File: src/verilog/ofrl_pkg.sv
`default_nettype none
package ofrl_pkg;
    // command codes of the three paged commands
    localparam logic [7:0] CMD_UV_ACTION = 8'h45;
    localparam logic [7:0] CMD_OC_LIMIT = 8'h46;
    localparam logic [7:0] CMD_UC_LIMIT = 8'h4B;
    localparam logic [7:0] UV_ACTION_RST = 8'h80;
    // undervoltage action fields
    localparam int RESP_MSB = 7;
    localparam int RETRY_HI = 5;
    localparam int RETRY_LO = 3;
    localparam int DELAY_HI = 2;
    localparam int DELAY_LO = 0;
    localparam logic [2:0] RETRY_CONT = 3'h7;
    // linear-11 word fields
    localparam int EXP_HI = 15;
    localparam int EXP_LO = 11;
    localparam int MANT_HI = 10;
    // current samples are signed amperes with this many fraction bits
    localparam int FRAC_BITS = 4;
    // timing
    localparam int CLK_NS = 50;
    localparam int TICK_NS = 1000000;
    localparam int TICK_CYCLES = TICK_NS / CLK_NS;
    localparam int RETRY_UNIT_MS = 35;
    localparam int STRAP_SETTLE = 2;
    localparam int PAGE_W = 1;
    typedef enum logic [1:0] {ST_RUN, ST_LATCHED, ST_RETRY} ofrl_state_t;
    typedef struct packed {
        logic valid;
        logic [PAGE_W-1:0] page;
        logic signed [15:0] amps;
    } ofrl_sample_t;
endpackage : ofrl_pkg
`default_nettype wire
File: src/verilog/ofrl_fault_limits.sv
// Contract
// - an undervoltage fault pulls the active-low alert line low
// - the fault sets a sticky status bit cleared only by clear-faults
// - response codes 00/01 unused; 10/11 disable output then follow retry field
// - retry code 000 keeps output off until faults cleared; 001-110 unused
// - retry 111 restarts until commanded off, bias lost or other fault
// - restart interval is (delay field plus one) times 35 ms; here timed from the last restart, clear or disable, not from the shutdown
// - peak limit compared only with samples after blanking
// - overcurrent declared after configured consecutive samples over the limit
// - peak detector shares overcurrent status bit and response with averaged limit
// - valley limit compared only with samples after blanking
// - undercurrent declared after configured consecutive samples past the limit
// - valley detector shares undercurrent status bit and response with averaged limit
// - limits are signed exponent and mantissa words, range -100 A to 100 A
// - limits are paged, two bytes, read/write and write protected
// - peak limit loads from the strap selection after reset
// - valley limit loads as the negative of the strapped peak limit
// - undervoltage reported only after power good; masked in ramp and when off
// - undervoltage action resets to 80h: shut down, no restart
`timescale 1ns/1ps
`default_nettype none
module ofrl_fault_limits #(
    parameter int PAGES = 2,
    parameter int TICK_CYCLES = ofrl_pkg::TICK_CYCLES,
    parameter logic [63:0] STRAP_OC_LIMITS = 64'h0028_001E_0014_000A
) (
    input wire logic mclk, // clock
    input wire logic rst, // async reset
    input wire logic cmd_valid, // command strobe
    input wire logic cmd_write, // 1 write, 0 read
    input wire logic [ofrl_pkg::PAGE_W-1:0] cmd_page, // page
    input wire logic [7:0] cmd_code, // command code
    input wire logic [15:0] cmd_wdata, // write data
    input wire logic write_protect, // blocks writes
    input wire logic clear_faults, // clear-faults strobe
    output logic cmd_ack, // accepted
    output logic cmd_nack, // refused
    output logic [15:0] cmd_rdata, // read data
    input wire logic [1:0] cfg_strap, // strap pin
    input wire logic [PAGES-1:0] uv_detect, // undervoltage comparator
    input wire logic [PAGES-1:0] power_good_flag, // power good
    input wire logic [PAGES-1:0] enable_pin, // enable pin
    input wire logic [PAGES-1:0] operation_on, // operation command on
    input wire logic bias_ok, // bias power present
    input wire logic [PAGES-1:0] other_fault, // other fault shutdown
    input wire ofrl_pkg::ofrl_sample_t sample, // current sample
    input wire logic blank_done, // blanking over
    input wire logic [3:0] consec_needed, // consecutive count
    input wire logic [PAGES-1:0] avg_oc_event, // averaged oc fault
    input wire logic [PAGES-1:0] avg_uc_event, // averaged uc fault
    output logic [PAGES-1:0] output_enable, // power stage enable
    output logic alert_line_n, // alert, active low
    output logic [PAGES-1:0] uv_status, // uv fault bit
    output logic [PAGES-1:0] oc_status, // oc fault bit
    output logic [PAGES-1:0] uc_status, // uc fault bit
    output logic [PAGES-1:0] oc_response_req, // oc response pulse
    output logic [PAGES-1:0] uc_response_req // uc response pulse
);

    function automatic logic signed [31:0] lin11_fix(input logic [15:0] w);
        logic signed [31:0] m;
        logic signed [6:0] sh;
        m = {{21{w[ofrl_pkg::MANT_HI]}}, w[ofrl_pkg::MANT_HI:0]};
        sh = $signed({{2{w[ofrl_pkg::EXP_HI]}}, w[ofrl_pkg::EXP_HI:ofrl_pkg::EXP_LO]})
            + 7'(ofrl_pkg::FRAC_BITS);
        lin11_fix = sh[6] ? (m >>> 6'(-sh)) : (m <<< sh[5:0]);
    endfunction : lin11_fix

    function automatic logic [15:0] lin11_neg(input logic [15:0] w);
        lin11_neg = {w[ofrl_pkg::EXP_HI:ofrl_pkg::EXP_LO], 11'(-w[ofrl_pkg::MANT_HI:0])};
    endfunction : lin11_neg

    function automatic logic [8:0] retry_ms(input logic [2:0] d);
        retry_ms = 9'((9'(d) + 9'h001) * 9'(ofrl_pkg::RETRY_UNIT_MS));
    endfunction : retry_ms

    ////////////////////////////////////////////////////////////////////////////
    // pin synchronisers and millisecond tick
    logic [PAGES-1:0] uv_m_r, uv_s_r, pg_m_r, pg_s_r, en_m_r, en_s_r;
    logic [1:0] strap_m_r, strap_s_r;
    logic bias_m_r, bias_s_r;
    logic [15:0] div_r, div_nxt;
    logic tick;

    always_comb begin
        tick = (div_r == 16'(TICK_CYCLES - 1));
        div_nxt = tick ? 16'h0000 : div_r + 16'h0001;
    end

    always_ff @(posedge mclk or posedge rst) begin
        if (rst) begin
            uv_m_r <= '0;
            uv_s_r <= '0;
            pg_m_r <= '0;
            pg_s_r <= '0;
            en_m_r <= '0;
            en_s_r <= '0;
            strap_m_r <= 2'h0;
            strap_s_r <= 2'h0;
            bias_m_r <= 1'b0;
            bias_s_r <= 1'b0;
            div_r <= 16'h0000;
        end else begin
            uv_m_r <= uv_detect;
            uv_s_r <= uv_m_r;
            pg_m_r <= power_good_flag;
            pg_s_r <= pg_m_r;
            en_m_r <= enable_pin;
            en_s_r <= en_m_r;
            strap_m_r <= cfg_strap;
            strap_s_r <= strap_m_r;
            bias_m_r <= bias_ok;
            bias_s_r <= bias_m_r;
            div_r <= div_nxt;
        end
    end

    ////////////////////////////////////////////////////////////////////////////
    // paged command registers
    logic [7:0] uv_act_r [PAGES], uv_act_nxt [PAGES];
    logic [15:0] oc_lim_r [PAGES], oc_lim_nxt [PAGES];
    logic [15:0] uc_lim_r [PAGES], uc_lim_nxt [PAGES];
    logic [1:0] settle_r, settle_nxt;
    logic loaded_r, loaded_nxt;
    logic ack_nxt, nack_nxt;
    logic [15:0] rdata_nxt;
    logic [15:0] strap_lim;
    logic known;

    always_comb begin
        settle_nxt = settle_r;
        loaded_nxt = loaded_r;
        ack_nxt = 1'b0;
        nack_nxt = 1'b0;
        rdata_nxt = cmd_rdata;
        strap_lim = STRAP_OC_LIMITS[16*strap_s_r +: 16];
        known = (cmd_code == ofrl_pkg::CMD_UV_ACTION) || (cmd_code == ofrl_pkg::CMD_OC_LIMIT)
            || (cmd_code == ofrl_pkg::CMD_UC_LIMIT);
        for (int i = 0; i < PAGES; i++) begin
            uv_act_nxt[i] = uv_act_r[i];
            oc_lim_nxt[i] = oc_lim_r[i];
            uc_lim_nxt[i] = uc_lim_r[i];
        end
        if (!loaded_r) begin
            if (settle_r == 2'(ofrl_pkg::STRAP_SETTLE)) begin
                loaded_nxt = 1'b1;
                for (int i = 0; i < PAGES; i++) begin
                    oc_lim_nxt[i] = strap_lim;
                    uc_lim_nxt[i] = lin11_neg(strap_lim);
                end
            end else begin
                settle_nxt = settle_r + 2'h1;
            end
        end
        if (cmd_valid) begin
            if (!loaded_r || !known || (int'(cmd_page) >= PAGES)
                || (cmd_write && write_protect)) begin
                nack_nxt = 1'b1;
            end else begin
                ack_nxt = 1'b1;
                if (cmd_write) begin
                    case (cmd_code)
                        ofrl_pkg::CMD_UV_ACTION: uv_act_nxt[cmd_page] = cmd_wdata[7:0];
                        ofrl_pkg::CMD_OC_LIMIT: oc_lim_nxt[cmd_page] = cmd_wdata;
                        ofrl_pkg::CMD_UC_LIMIT: uc_lim_nxt[cmd_page] = cmd_wdata;
                        default: ack_nxt = 1'b1;
                    endcase
                end else begin
                    case (cmd_code)
                        ofrl_pkg::CMD_UV_ACTION: rdata_nxt = {8'h00, uv_act_r[cmd_page]};
                        ofrl_pkg::CMD_OC_LIMIT: rdata_nxt = oc_lim_r[cmd_page];
                        ofrl_pkg::CMD_UC_LIMIT: rdata_nxt = uc_lim_r[cmd_page];
                        default: rdata_nxt = 16'h0000;
                    endcase
                end
            end
        end
    end

    always_ff @(posedge mclk or posedge rst) begin
        if (rst) begin
            for (int i = 0; i < PAGES; i++) begin
                uv_act_r[i] <= ofrl_pkg::UV_ACTION_RST;
                oc_lim_r[i] <= 16'h0000;
                uc_lim_r[i] <= 16'h0000;
            end
            settle_r <= 2'h0;
            loaded_r <= 1'b0;
            cmd_ack <= 1'b0;
            cmd_nack <= 1'b0;
            cmd_rdata <= 16'h0000;
        end else begin
            for (int i = 0; i < PAGES; i++) begin
                uv_act_r[i] <= uv_act_nxt[i];
                oc_lim_r[i] <= oc_lim_nxt[i];
                uc_lim_r[i] <= uc_lim_nxt[i];
            end
            settle_r <= settle_nxt;
            loaded_r <= loaded_nxt;
            cmd_ack <= ack_nxt;
            cmd_nack <= nack_nxt;
            cmd_rdata <= rdata_nxt;
        end
    end

    ////////////////////////////////////////////////////////////////////////////
    // peak and valley detectors
    logic [3:0] oc_cnt_r [PAGES], oc_cnt_nxt [PAGES];
    logic [3:0] uc_cnt_r [PAGES], uc_cnt_nxt [PAGES];
    logic [PAGES-1:0] oc_hit_r, oc_hit_nxt, uc_hit_r, uc_hit_nxt;
    logic signed [31:0] amps_fix;
    logic [3:0] need;
    logic over, under;

    always_comb begin
        amps_fix = 32'(sample.amps);
        need = (consec_needed == 4'h0) ? 4'h1 : consec_needed;
        over = 1'b0;
        under = 1'b0;
        for (int i = 0; i < PAGES; i++) begin
            oc_cnt_nxt[i] = oc_cnt_r[i];
            uc_cnt_nxt[i] = uc_cnt_r[i];
            oc_hit_nxt[i] = 1'b0;
            uc_hit_nxt[i] = 1'b0;
            if (sample.valid && blank_done && (int'(sample.page) == i)) begin
                over = amps_fix > lin11_fix(oc_lim_r[i]);
                under = amps_fix < lin11_fix(uc_lim_r[i]);
                oc_cnt_nxt[i] = !over ? 4'h0 : (oc_cnt_r[i] == 4'hF) ? 4'hF : oc_cnt_r[i] + 4'h1;
                uc_cnt_nxt[i] = !under ? 4'h0 : (uc_cnt_r[i] == 4'hF) ? 4'hF : uc_cnt_r[i] + 4'h1;
                oc_hit_nxt[i] = over && (oc_cnt_nxt[i] >= need);
                uc_hit_nxt[i] = under && (uc_cnt_nxt[i] >= need);
            end
        end
    end

    always_ff @(posedge mclk or posedge rst) begin
        if (rst) begin
            for (int i = 0; i < PAGES; i++) begin
                oc_cnt_r[i] <= 4'h0;
                uc_cnt_r[i] <= 4'h0;
            end
            oc_hit_r <= '0;
            uc_hit_r <= '0;
        end else begin
            for (int i = 0; i < PAGES; i++) begin
                oc_cnt_r[i] <= oc_cnt_nxt[i];
                uc_cnt_r[i] <= uc_cnt_nxt[i];
            end
            oc_hit_r <= oc_hit_nxt;
            uc_hit_r <= uc_hit_nxt;
        end
    end

    assign oc_response_req = oc_hit_r | avg_oc_event;
    assign uc_response_req = uc_hit_r | avg_uc_event;

    ////////////////////////////////////////////////////////////////////////////
    // status bits and undervoltage response
    ofrl_pkg::ofrl_state_t st_r [PAGES], st_nxt [PAGES];
    logic [8:0] rcnt_r [PAGES], rcnt_nxt [PAGES];
    logic [PAGES-1:0] pg_seen_r, pg_seen_nxt;
    logic [PAGES-1:0] uv_st_r, uv_st_nxt, oc_st_r, oc_st_nxt, uc_st_r, uc_st_nxt;
    logic [PAGES-1:0] en_cmd, out_on, uv_q;

    always_comb begin
        for (int i = 0; i < PAGES; i++) begin
            en_cmd[i] = en_s_r[i] && operation_on[i];
            out_on[i] = (st_r[i] == ofrl_pkg::ST_RUN) && en_cmd[i] && bias_s_r;
            uv_q[i] = uv_s_r[i] && pg_seen_r[i] && out_on[i];
            pg_seen_nxt[i] = out_on[i] && (pg_seen_r[i] || pg_s_r[i]);
            st_nxt[i] = st_r[i];
            rcnt_nxt[i] = (tick && rcnt_r[i] != 9'h1FF) ? rcnt_r[i] + 9'h001 : rcnt_r[i];
            // clear then set, so a new event wins
            uv_st_nxt[i] = (uv_st_r[i] && !clear_faults) || uv_q[i];
            oc_st_nxt[i] = (oc_st_r[i] && !clear_faults) || oc_response_req[i];
            uc_st_nxt[i] = (uc_st_r[i] && !clear_faults) || uc_response_req[i];
            case (st_r[i])
                ofrl_pkg::ST_RUN: begin
                    if (!en_cmd[i] || !bias_s_r) begin
                        rcnt_nxt[i] = 9'h000;
                    end else if (uv_q[i] && uv_act_r[i][ofrl_pkg::RESP_MSB]) begin
                        if (uv_act_r[i][ofrl_pkg::RETRY_HI:ofrl_pkg::RETRY_LO]
                            == ofrl_pkg::RETRY_CONT) begin
                            st_nxt[i] = ofrl_pkg::ST_RETRY;
                        end else begin
                            st_nxt[i] = ofrl_pkg::ST_LATCHED;
                        end
                    end
                end
                ofrl_pkg::ST_LATCHED: begin
                    if (clear_faults) begin
                        st_nxt[i] = ofrl_pkg::ST_RUN;
                        rcnt_nxt[i] = 9'h000;
                    end
                end
                ofrl_pkg::ST_RETRY: begin
                    if (!en_cmd[i] || !bias_s_r) begin
                        st_nxt[i] = ofrl_pkg::ST_RUN;
                        rcnt_nxt[i] = 9'h000;
                    end else if (other_fault[i]) begin
                        st_nxt[i] = ofrl_pkg::ST_LATCHED;
                    end else if (rcnt_r[i] >=
                        retry_ms(uv_act_r[i][ofrl_pkg::DELAY_HI:ofrl_pkg::DELAY_LO])) begin
                        st_nxt[i] = ofrl_pkg::ST_RUN;
                        rcnt_nxt[i] = 9'h000;
                    end
                end
                default: st_nxt[i] = ofrl_pkg::ST_RUN;
            endcase
        end
    end

    always_ff @(posedge mclk or posedge rst) begin
        if (rst) begin
            for (int i = 0; i < PAGES; i++) begin
                st_r[i] <= ofrl_pkg::ST_RUN;
                rcnt_r[i] <= 9'h000;
            end
            pg_seen_r <= '0;
            uv_st_r <= '0;
            oc_st_r <= '0;
            uc_st_r <= '0;
        end else begin
            for (int i = 0; i < PAGES; i++) begin
                st_r[i] <= st_nxt[i];
                rcnt_r[i] <= rcnt_nxt[i];
            end
            pg_seen_r <= pg_seen_nxt;
            uv_st_r <= uv_st_nxt;
            oc_st_r <= oc_st_nxt;
            uc_st_r <= uc_st_nxt;
        end
    end

    assign output_enable = out_on;
    assign uv_status = uv_st_r;
    assign oc_status = oc_st_r;
    assign uc_status = uc_st_r;
    assign alert_line_n = ~|{uv_st_r, oc_st_r, uc_st_r};

endmodule : ofrl_fault_limits
`default_nettype wire

File: config.mk
export PLATFORM = sky130hd
export DESIGN_NAME = ofrl_fault_limits
export DESIGN_NICKNAME = d
export VERILOG_FILES = /design/src/verilog/ofrl_pkg.sv /design/src/verilog/ofrl_fault_limits.sv
export SDC_FILE = /design/constraint.sdc
export NUM_CORES = 1
export LEC_CHECK = 0
export ABC_AREA = 1
export BUFFER_PORTS_ARGS = -buffer_cell sky130_fd_sc_hd__buf_2
export CORE_MARGIN = 1
export CORE_UTILIZATION = 50
export CTS_BUF_LIST = sky130_fd_sc_hd__clkbuf_8
export CTS_CLUSTER_DIAMETER = 100
export DETAILED_ROUTE_END_ITERATION = 6
export PLACE_DENSITY = 0.69
export RECOVER_POWER = 25
export SYNTH_ARGS = -nofsm -noshare
export SYNTH_HDL_FRONTEND = slang
export SYNTH_SLANG_ARGS = --single-unit
File: constraint.sdc
create_clock -name mclk -period 6.61 [get_ports mclk]
set_clock_uncertainty 0.2 [all_clocks]
set_input_delay 0.661 -clock mclk [delete_from_list [all_inputs] [get_ports mclk]]
set_output_delay 0.661 -clock mclk [all_outputs]
set_load 0.01 [all_outputs]
==> results.md, run 1 <==
- The flow ran to the end, but the final reports show violations.
- The final reports fail on max-capacitance violations, max-slew violations.
- The pin count of the biggest net entering global routing is about 110.
- The relative area change from synthesis to final layout is 6.52%.
- Summing over every cut layer, the via total after detailed routing is 19300.
- The number of antenna violations at the first check in global routing is 1.
- The routed design has 58.9 mm of wire.
- The y dimension of the die is 194 um.
- The minimum clock period after layout is 5.77 ns.
- The cell taking the most area after synthesis is dfrtp_1.
- By count the netlist is led by 613 x nand2_1, 381 x inv_1, 349 x o21ai_0.
- The top cell type's share of synthesized area is 0.248.
- In the global route stage, overall resource usage came out at 0.313.
- The path class of the tightest hold or removal check is in -> reg.
- The initial utilization of the core area, before any placement, comes to 0.507.
- For this design the static power due to leakage is 0.0100 uW.
- The sequential cell fraction of total power is 0.489.
- Among all stages on the critical path, the largest delay is contributed by dfrtp_1.
- Along the worst path, the maximum fanout reaches 19.
- The synthesized cell area is approximately 0.018 mm2.
- The number of cells upsized or downsized after cts is 0.
- For this run, the top clock speed supported by timing is 173 MHz.
- The deepest level of the CTS H-tree is 4.
- The floorplan step defined a die boundary enclosing 0.0377 mm2.
- The count of cell types in the netlist is 63.
- With fillers left out, the area of the finished cells amounts to 0.0197 mm2.
- The vias per cell is 5.81.
- The global route total overflow is 0.
- The clock passes through at most 2 buffers.
- The mean routed wirelength per cell is 17.7 um.
- The first detailed-routing pass ran for 6 iterations.
- The total of warnings raised by yosys is 0.
- The count of pins over their slew limit was 112.
- The share of synthesized flip-flops with an asynchronous set or reset is 1.00.
- The total internal power is 1690 uW.
- The share of the cycle needed by the critical path after routing is 0.873.
- Hold repair after CTS inserted 0 buffers.
- Setup violations remaining at the end of the flow were counted as 0.
- The clock net in this run drives a total of 185 sinks.
- After detailed routing, the number of remaining DRC violations is 0.
- The hold-critical path depth is 1.
- The most used flip-flop cell after synthesis is dfrtp_1.
- The number of flops mapped to enable cells by yosys is 0.
- The count of buffers added on input and output ports is just over 100.
- The category of the critical setup timing path is reg -> reg.
- The startpoint kind of the worst setup timing path is a flip-flop.
- The global-route wire length before repair is 94.4 mm.
- The biggest cell delay along the critical path is 0.74 ns.
- Counting every net in the synthesized netlist gives 3074.
- Dividing the synthesized area by the synthesized cell count gives 6.60 um2.
- The count of maximum capacitance violations is 1.
- For the final routed database, the setup TNS stands at 0 ns.
- In the post-synthesis netlist, the biggest area contributors are dfrtp_1 25%, ha_1 14%, nand2_1 12%.
- The iteration-0 DRC count of the detailed router is 1721.
- The worst slew margin relative to its limit is -1.77.
- Of the total power, the share spent switching nets is 0.320.
- In this run, synthesis produced a sequential element count of 185.
- At the end of the flow, the number of nets in the layout was between 3000 and 4000.
- The completed layout was analyzed and its total power is 2480 uW.
- From left edge to right edge, the die measures 194 um.
- The post-synthesis cell count is 2800.
- The transition at the pin with the smallest max-transition slack is about 4.1 ns.
- The placed cell area is a little under 0.02 mm2.
- The CTS tree is yes.
- The switching component of the power is 794 uW.
- The endpoint with the worst hold slack is pg_m_r[1].
- The worst path arrival time is 5.98 ns.
- The number of I/O pins is slightly above 100.
- The cell that appears most often on the critical path is inv_1.
- The via count of the first global-routing pass was 18100.
- The share of total power dissipated in the clock network is 0.338.
- The hold violation total from the final report is 0.
- Routability-driven placement finished with a final weighted congestion of 0.975.
- The clock input transition at the sequential cells of the worst setup and hold paths is around 0.11 ns.
- The area of the placeable core is 0.0364 mm2.
- Clock tree synthesis selected as its root buffer the cell clkbuf_8.
- The power density over the cells is ~130 mW/mm2.
- The buffers inserted during post-CTS setup optimization is 0.
- The worst path required time is 6.82 ns.
- The floorplan row count is 70.
- The final antenna-violating net count is 0.
- The sequential share of the synthesized area is 0.251.
- The worst setup path is captured at a flip-flop.
- The worst-case reg-to-reg path depth is 26.
- Setup repair after global routing left no endpoint under its margin.
- In the final layout, the share of cells above drive strength 1 is 0.0730.
- The total half-perimeter wirelength after legalization and detailed placement is 46.2 mm.
- IR analysis of the VDD net gives a maximum drop of between 0.0001 and 0.00015 V.
- The startpoint identified for the worst hold timing path is power_good_flag[1].
- Of the total power, combinational logic draws 0.172.
- The most frequently used cell type in the post-synthesis netlist is nand2_1.
- The destination of the worst register-to-register timing path is oc_hit_r[0].
- The critical register-to-register path startpoint is oc_lim_r[27].
- The clock latency at the later pin of the worst-skew pair is approximately 0.5 ns.
- Clock tree synthesis inserted a total of 17 buffers.
- Setup slack on the worst reg-to-reg path comes out at 0.84 ns.
area by class of cell:
cell class                 instances  area (um2)
antenna                            1        2.50
tap                              468         586
inverter                         406        1530
fill                            3637       16800
clock buffer                      19         262
sequential                       185        4630
clock inverter                    13         156
timing repair buffer             114         603
multi-input combinational       2113       11900
state kept, by name, indices dropped and copies added, names as in the netlist, 4 cells and up:
signal	flops
oc_lim_r	32
uc_lim_r	32
rcnt_r	18
cmd_rdata	16
div_r	16
uv_act_r	16
oc_cnt_r	8
uc_cnt_r	8
st_r	4
per-stage QoR:
| step | instances | setup WS, ns | hold WS, ns | util |
|---|---|---|---|---|
| 6_report | 3319 | 0.840 | 0.0581 | 0.540 |
| 4_1_cts | 3318 | 0.901 | 0.0357 | 0.540 |
| 2_1_floorplan | 2800 | 0.724 | 0.131 | - |
| 5_1_grt | 3318 | 0.230 | 0.0241 | 0.540 |
| 3_5_place_dp | 3286 | 0.899 | 0.142 | 0.529 |
| 3_3_place_gp | 3286 | 1.10 | 0.135 | 0.529 |
kinds of logic (layout without fill, tap and decap cells):
family	after synthesis	in the layout	synth area share
AOI/OAI and AO/OA	763	763	0.230
DFF	185	185	0.251
muxes	12	12	0.00650
xor gates and xnor gates	38	38	0.0184
buffers and inverters	502	552	0.105
and+or+nand+nor	1097	1097	0.252
adders and majority gates	203	203	0.138
other	0	1	0
placed cells by master, fill, tap and decap left out, types with 21 or more instances in the layout:
cell	n
a21oi_1	238
nor3_1	43
ha_1	203
o21ai_0	349
nand4_1	40
a31oi_1	37
dfrtp_1	183
inv_1	381
nand2_1	613
nor2_1	210
buf_2	101
nand3_1	132
xor2_1	21
per-layer routing:
metal | track usage | part of all wire | vias to the layer above
li1 | - | - | 9494
met5 | 0 | 0 | -
met4 | 0.147 | 0.047 | 0
met3 | 0.0504 | 0.064 | 160
met2 | 0.522 | 0.46 | 676
met1 | 0.397 | 0.43 | 8969
power by group through the flow:
stage,Sequential [uW],Combinational [uW],Clock [uW]
finish,1210,427,839
global route,1220,488,897
CTS,1210,425,850
detailed placement,1230,422,0
global placement,1230,408,0
floorplan,1220,274,0
worst max-delay path by stage:
| stage | from | endpoint | cells after the start |
|---|---|---|---|
| floorplan | rst | bias_m_r | 1 |
| global placement | oc_lim_r[27] | oc_hit_r[0] | 26 |
| detailed placement | oc_lim_r[27] | oc_hit_r[0] | 26 |
| CTS | oc_lim_r[27] | oc_hit_r[0] | 26 |
| global route | oc_lim_r[29] | oc_hit_r[0] | 22 |
| finish | oc_lim_r[27] | oc_hit_r[0] | 26 |
critical path, delay by kind of cell, from the launching register on:
family	cells	cell delay, ns
simple gates	10	1.43
flops	1	0.74
xor+xnor	1	0.45
fa+ha+maj	3	0.94
buf+inv	7	1.11
compound gates	5	0.81
No activity file was read; power rests on OpenSTA's default activity.
==> run 2, diff against run 1 <==
==> constraint.sdc (replaced) <==
create_clock -name mclk -period 6.61 [get_ports mclk]
set_clock_uncertainty 0.2 [all_clocks]
set_input_delay 0 -clock mclk [delete_from_list [all_inputs] [get_ports mclk]]
set_output_delay 0 -clock mclk [all_outputs]
set_load 0.01 [all_outputs]
==> results.md, run 2 (synthesized netlist as in run 1, its figures left out) <==
- The flow ran to the end, but the final reports show violations.
- The checks that failed: max-capacitance violations, max-slew violations.
- The buffers inserted during post-CTS setup optimization is 0 (unchanged).
- The clock tree buffer depth came to 2 (unchanged).
- The type of element capturing the critical path is a flip-flop.
- The commonest non-fill, non-tap cell in the layout is nand2_1.
- The hold violation total from the final report was 0 (unchanged).
- The floorplan row count is 70 (unchanged).
- The most critical setup path has its startpoint at oc_lim_r[27].
- The total half-perimeter wirelength after legalization and detailed placement is 46.6 mm (+0.76%).
- The worst slew margin relative to its limit is -1.99 (-0.219).
- The total leakage power is 0.0102 uW (+1.9%).
- The maximum resistive drop on vdd came to 0.000143 V (+7.2%).
- The share of the cycle needed by the critical path after routing came to 0.914 (+0.0415).
- The overall routed net length is 60.0 mm (+1.9%).
- The die span in x was 194 um (unchanged).
- In the final layout, the registers with the most flip-flops are oc_lim_r (32), uc_lim_r (32), rcnt_r (18).
- The clock input transition at the sequential cells of the worst setup and hold paths came to 0.11 ns (about the same).
- The placed cell area is 0.0193 mm2 (about the same).
- The area of the placeable core was 0.0364 mm2 (unchanged).
- The y dimension of the die is 194 um (unchanged).
- The total length of routed met3 wires was 3.67 mm (-3.0%).
- The share of layout cells above drive strength 1 came to 0.0619 (-0.0110).
- The total routed wire length on the met1 layer came to 25.4 mm (+0.94%).
- The CTS tree is yes.
- The worst path required time is 6.79 ns (-0.03 ns).
- The clock latency at the later pin of the worst-skew pair is 0.48 ns (-0.02 ns).
- The root buffer cell is clkbuf_8.
- The number of cells upsized or downsized after cts was 0 (unchanged).
- The worst-case reg-to-reg path depth was 26 (unchanged).
- The highest metal layer used by the detailed router is met4.
- The final number of setup-violating endpoints is 0 (unchanged).
- The count of input and output buffers came to 101 (unchanged).
- The global-route wire length before repair was 96.3 mm (+2.0%).
- The pin count of the biggest net entering global routing came to 102 (-8.9%).
- The number of I/O pins came to 102 (unchanged).
- The deepest level of the CTS H-tree is 4 (unchanged).
- The largest fanout on the critical path was 19 (unchanged).
- The library cells used most frequently in the layout, excluding fill and tap cells, are 613 x nand2_1, 383 x inv_1, 349 x o21ai_0.
- The worst setup slack before clock tree synthesis is 0.776 ns (-0.123 ns).
- The minimum clock period after layout was 6.04 ns (+0.274 ns).
- The DRC violation count after routing is 0 (unchanged).
- The number of inserted filler cells in the final layout is 3578 (-1.6%).
- The timing-limited maximum frequency is 165 MHz (-4.5%).
- The final-stage net count is 3183 (+2.3%).
- The number of antenna cells inserted was 0 (-1).
- The number of optimization iterations in the first detailed-route pass is 5 (-1).
- Setup repair after global routing left no endpoint under its margin.
- The class of the most critical hold timing path is in -> reg.
- The area of all placed cells without fillers is 0.0203 mm2 (+3.3%).
- The count of maximum capacitance violations was 1 (unchanged).
- The total negative slack for setup checks is 0 ns (unchanged).
- The CTS sink count is 185 (unchanged).
- In this run the most critical hold path is launched from consec_needed[0].
- The overall via count from detail_route is 19500 (+0.91%).
- The aggregate global-route resource usage was 0.318 (+0.00491).
- The final antenna-violating net count is 0 (unchanged).
- The iteration-0 DRC count of the detailed router is 1599 (-7.1%).
- The count of pins over their slew limit came to 102 (-8.9%).
- The number of antenna violations at the first check in global routing is 0 (-1).
- The amount of wire on met2 after detailed routing is 28.2 mm (+3.8%).
- The vias per cell came to 5.74 (-1.2%).
- The least setup slack across all paths after layout was 0.566 ns (-0.274 ns).
- The number of CTS-inserted buffers was 17 (unchanged).
- The worst path arrival time is 6.22 ns (+0.24 ns).
- The critical register-to-register path startpoint is oc_lim_r[27].
- The hold-critical path depth is 5 (+4).
- The initial core utilization is 0.507 (unchanged).
- The power density over the cells came to 121 mW/mm2 (-3.8%).
- The final core area utilization is 0.558 (+0.0178).
- The area enclosed by the die boundary is 0.0377 mm2 (unchanged).
- The startpoint kind of the worst setup timing path is a flip-flop.
- The routability-driven placement congestion ratio is 0.952 (-2.3%).
- The quantity of hold-fixing buffers added after cts is 70 (+70).
- Relative to the synthesized area, the layout overhead comes to 10.0%.
- The mean routed wirelength per cell was 17.7 um (-0.21%).
- The category of the critical setup timing path is reg -> reg.
- The transition at the pin with the smallest max-transition slack is 4.45 ns (+0.305 ns).
- The global route total overflow is 0 (unchanged).
- The via count of the first global-routing pass is 18800 (+3.5%).
==> run 2: changes by cell type in the layout (fill, tap and decap cells not counted) <==
cell	change
diode_2	-1
dlygate4sd3_1	+70
clkinvlp_2	+1
inv_6	-1
inv_1	+2
buf_4	+2
clkinv_4	-1
clkinv_2	+1
clkinvlp_4	+1
clkbuf_1	+27
inv_8	-1
buf_2	-27
clkbuf_8	-2
==> run 2: cell type report <==
class | instances | area (um2) | share of cell area
clock inverters | 15 | 151 | 0.00745
flip-flops and latches | 185 | 4630 | 0.228
multi-input cells | 2113 | 11900 | 0.586
clock buffers | 17 | 234 | 0.0115
well taps | 468 | 586 | 0.0288
repair buffers | 186 | 1280 | 0.0632
inverters | 406 | 1530 | 0.0753
==> run 2: final timing paths <==
| path | to | slack, ns |
|---|---|---|
| worst max-delay path | oc_hit_r[0] | 0.57 |
| worst min-delay path | oc_hit_r[1] | 0.04 |
| worst max register to register | oc_hit_r[0] | 0.57 |
| worst min register to register | uv_s_r[1] | 0.16 |
| max in group asynchronous | rcnt_r[11] | 2.43 |
| min in group asynchronous | uv_m_r[0] | 1.76 |
==> run 2: report_power, final <==
group          total (uW)  leakage [uW]  internal [uW]  switching [uW]
logic                 464       0.00761            172             291
registers            1210       0.00238           1170            43.3
clock network         788      0.000196            338             450
==> run 2: per-layer routing <==
metal,up-vias,global-route usage
met1,9059,0.396
li1,9616,-
met5,-,0
met3,145,0.0520
met2,654,0.544
met4,0,0.136
==> run 2: worst max-delay path, stage by stage, from the launching register on <==
cell and delay, ns:
dfrtp_1 0.75, inv_1 0.37, ha_1 0.34, xor2_1 0.47, clkinv_1 0.37, nor2_1 0.22
inv_1 0.08, o21ai_0 0.13, nand3_1 0.12, nand2_1 0.08, nand2_1 0.07, ha_1 0.30
inv_1 0.05, nor4_1 0.38, inv_1 0.09, o221ai_1 0.20, nand2_1 0.09, nand2_1 0.08
nand2_1 0.04, nand3_1 0.35, inv_1 0.12, o21a_1 0.15, ha_1 0.30, inv_1 0.05
nor2_1 0.10, o211ai_1 0.10, a311oi_1 0.31
==> run 2: stage by stage <==
stage          std cells  hold slack, ns  total power, uW
6_report            3390          0.0373             2470
5_1_grt             3390          0.0425             2580
4_1_cts             3390         0.00459             2470
3_5_place_dp        3288         -0.0893             1660
3_3_place_gp        3288         -0.0910             1640
2_1_floorplan       2800          -0.169             1500
==> run 3, diff against run 2 <==
CORE_ASPECT_RATIO = 0.8   (was default)
==> results.md, run 3 (synthesized netlist as in run 1, its figures left out) <==
- The relative area change from synthesis to final layout is 10.2%.
- The count of pins over their slew limit is 115 (+13%).
- The pin count of the biggest net entering global routing is 115 (+13%).
- The hold violation total from the final report is 0 (unchanged).
- The share of total power consumed by net switching was 0.345 (+0.0268).
- The largest fanout on the critical path is 19 (unchanged).
- The aggregate global-route resource usage came to 0.327 (+0.00870).
- The final number of setup-violating endpoints is 0 (unchanged).
- The number of inserted filler cells in the final layout is 3556 (-0.61%).
- The total half-perimeter wirelength after legalization and detailed placement was 47.4 mm (+1.8%).
- The count of input and output buffers came to 101 (unchanged).
- The final standard cell count with taps included and fillers excluded came to 3392 (+0.059%).
- The clock latency at the later pin of the worst-skew pair was 0.52 ns (+0.04 ns).
- The category of the critical setup timing path is reg -> reg.
- In the layout the commonest cells are 613 x nand2_1, 381 x inv_1, 349 x o21ai_0.
- On the critical path the largest part of the delay comes from buffers and inverters.
- The minimum clock period after layout is 6.08 ns (+0.0371 ns).
- The biggest cell delay along the critical path was 0.58 ns (-0.17 ns).
- The global route total overflow is 0 (unchanged).
- The final reports fail on max-capacitance violations, max-slew violations.
- The overall routed net length is 61.0 mm (+1.6%).
- The number of buffer and inverter stages on the critical path is 6 (-1).
- The area of the placeable core is 0.0361 mm2 (-0.78%).
- The run finished, with violations left.
- The clock input transition at the sequential cells of the worst setup and hold paths was 0.13 ns (+0.02 ns).
- The global-route wire length before repair was 96.9 mm (+0.70%).
- The startpoint kind of the worst setup timing path is a flip-flop.
- Setup repair after global routing left no endpoint under its margin.
- The DRC violation count after routing is 0 (unchanged).
- The number of optimization iterations in the first detailed-route pass was 6 (+1).
- The switching component of the power was 871 uW (+11%).
- The largest registers in the layout are oc_lim_r (32), uc_lim_r (32), rcnt_r (18).
- The final antenna-violating net count is 0 (unchanged).
- The total leakage power is 0.0102 uW (-0.25%).
- The total negative slack for setup checks is 0 ns (unchanged).
- The worst path arrival time is 6.34 ns (+0.12 ns).
- The worst slew margin relative to its limit came to -2.01 (-0.0229).
- The timing-limited maximum frequency came to 164 MHz (-0.61%).
- The clock tree buffer depth is 2 (unchanged).
- TritonCTS built the clock tree.
- STA classifies the critical path endpoint as a flip-flop.
- The count of maximum capacitance violations is 1 (unchanged).
- The overall via count from detail_route was 19500 (+0.12%).
- The instance count after placement with tap cells included is 3295 (+0.21%).
- The y dimension of the die is 174 um (-10%).
- The number of I/O pins is 102 (unchanged).
- The initial core utilization is 0.511 (+0.00400).
- The deepest level of the CTS H-tree is 4 (unchanged).
- The library cell used most frequently in the layout, excluding fill and tap cells, is nand2_1.
- The routability-driven placement congestion ratio came to 0.973 (+2.2%).
- The share of the cycle needed by the critical path after routing was 0.920 (+0.00562).
- The part of the total power dissipated in the clock network came to 0.338 (+0.019).
- The relative contribution of combinational cells to total power came to 0.181 (-0.007).
- The iteration-0 DRC count of the detailed router was 1967 (+23%).
- The total internal power was 1650 uW (-1.6%).
- The transition at the pin with the smallest max-transition slack is 4.51 ns (+0.0588 ns).
- The final worst hold slack is 0.0534 ns (+0.0161 ns).
- The tree is rooted in a clkbuf_8.
- Counting stages on the worst path, the most repeated cell is o21ai_0.
- The sequential cell fraction of total power came to 0.481 (-0.011).
- The maximum resistive drop on vdd came to 0.000148 V (+3.4%).
- The worst-path cell with the longest stage delay is dlygate4sd3_1.
- The mean routed wirelength per cell is 18.0 um (+1.5%).
- The area enclosed by the die boundary is 0.0377 mm2 (about the same).
- The power density over the cells is 124 mW/mm2 (+2.3%).
- The floorplan row count was 62 (-11%).
- The die span in x was 217 um (+12%).
- The vias per cell is 5.75 (about the same).
- The class of the most critical hold timing path is in -> reg.
- The worst path required time was 6.87 ns (+0.08 ns).
- The number of CTS-inserted buffers is 17 (unchanged).
- The via count of the first global-routing pass is 17900 (-4.4%).
- The share of layout cells above drive strength 1 was 0.0656 (+0.00367).
- The CTS sink count is 185 (unchanged).
- The final-stage net count was 3172 (-0.35%).
- The number of antenna violations at the first check in global routing is 2 (+2).
[run 3: changes by cell type in the layout (fill, tap and decap cells not counted), sizes merged]
cell,previous run,this run
clkinvlp,5,2
bufinv,2,0
inv,398,402
clkbuf,44,45
dlygate4sd3,70,64
diode,0,1
buf,89,83
clkinv,16,17
[run 3: routing by layer]
layer / track usage / part of all wire / vias up
li1: - / - / 9611
met1: 0.461 / 0.46 / 9067
met2: 0.507 / 0.43 / 729
met3: 0.0677 / 0.075 / 91
met4: 0.0880 / 0.026 / 0
met5: 0 / 0 / -
[run 3: what timing repair did]
item                                    4_1_cts  5_1_grt
endpoints found under the setup margin        0        1
resized for setup                             0       14
endpoints found under the hold margin       264        0
hold buffers                                 64        0
setup buffers                                 0        0
[run 3: final timing paths]
check / slack (ns) / endpoint / from / cells past startpoint
worst min-delay path: 0.05 / cmd_rdata[7] / cmd_code[4] / 7
worst min register to register: 0.16 / uv_s_r[0] / uv_m_r[0] / 0
worst max register to register: 0.53 / oc_hit_r[0] / oc_lim_r[27] / 25
worst max-delay path: 0.53 / oc_hit_r[0] / oc_lim_r[27] / 25
max in group asynchronous: 1.26 / oc_lim_r[29] / rst / 5
min in group asynchronous: 2.12 / uv_m_r[0] / rst / 4
[run 3: area by class of cell]
type | instances | area [um2] | share of cell area
Clock buffer | 17 | 234 | 0.0115
Tap cell | 480 | 601 | 0.0295
Clock inverter | 15 | 218 | 0.0107
Timing Repair Buffer | 175 | 1190 | 0.0583
Antenna cell | 1 | 2.50 | 0.000123
Multi-Input combinational cell | 2113 | 11900 | 0.587
Inverter | 406 | 1540 | 0.0755
Sequential cell | 185 | 4640 | 0.228
[run 3: worst register-to-register path, stage by stage (launching register included)]
cell	delay (ns)
dfrtp_2	0.55
inv_1	0.33
ha_1	0.28
xor2_2	0.32
clkinv_1	0.31
nor2_1	0.21
inv_1	0.07
o21ai_0	0.11
o21ai_0	0.11
o21ai_0	0.23
a21oi_1	0.13
ha_1	0.31
a21oi_1	0.14
o21ai_0	0.09
a21oi_1	0.16
o221ai_1	0.12
nand2_1	0.10
nand3_1	0.09
nand3_2	0.23
inv_1	0.10
o21a_1	0.14
ha_1	0.30
nand4_1	0.09
dlygate4sd3_1	0.56
a311oi_1	0.22
dlygate4sd3_1	0.58
[run 3: power by group through the flow]
stage,clock network [uW],registers (uW),logic [uW]
2_1_floorplan,0,1220,274
3_3_place_gp,0,1230,411
3_5_place_dp,0,1230,423
4_1_cts,870,1210,453
5_1_grt,914,1220,519
6_report,855,1210,457
[run 3: through the flow]
stage | cell area [um2] | power (uW) | util | worst slack (ns)
2_1_floorplan | 18500 | 1500 | - | 1.38
3_3_place_gp | 19300 | 1640 | 0.533 | 1.09
3_5_place_dp | 19300 | 1660 | 0.533 | 0.978
4_1_cts | 20300 | 2530 | 0.563 | 0.105
5_1_grt | 20400 | 2650 | 0.563 | 0.105
6_report | 20400 | 2520 | 0.563 | 0.529
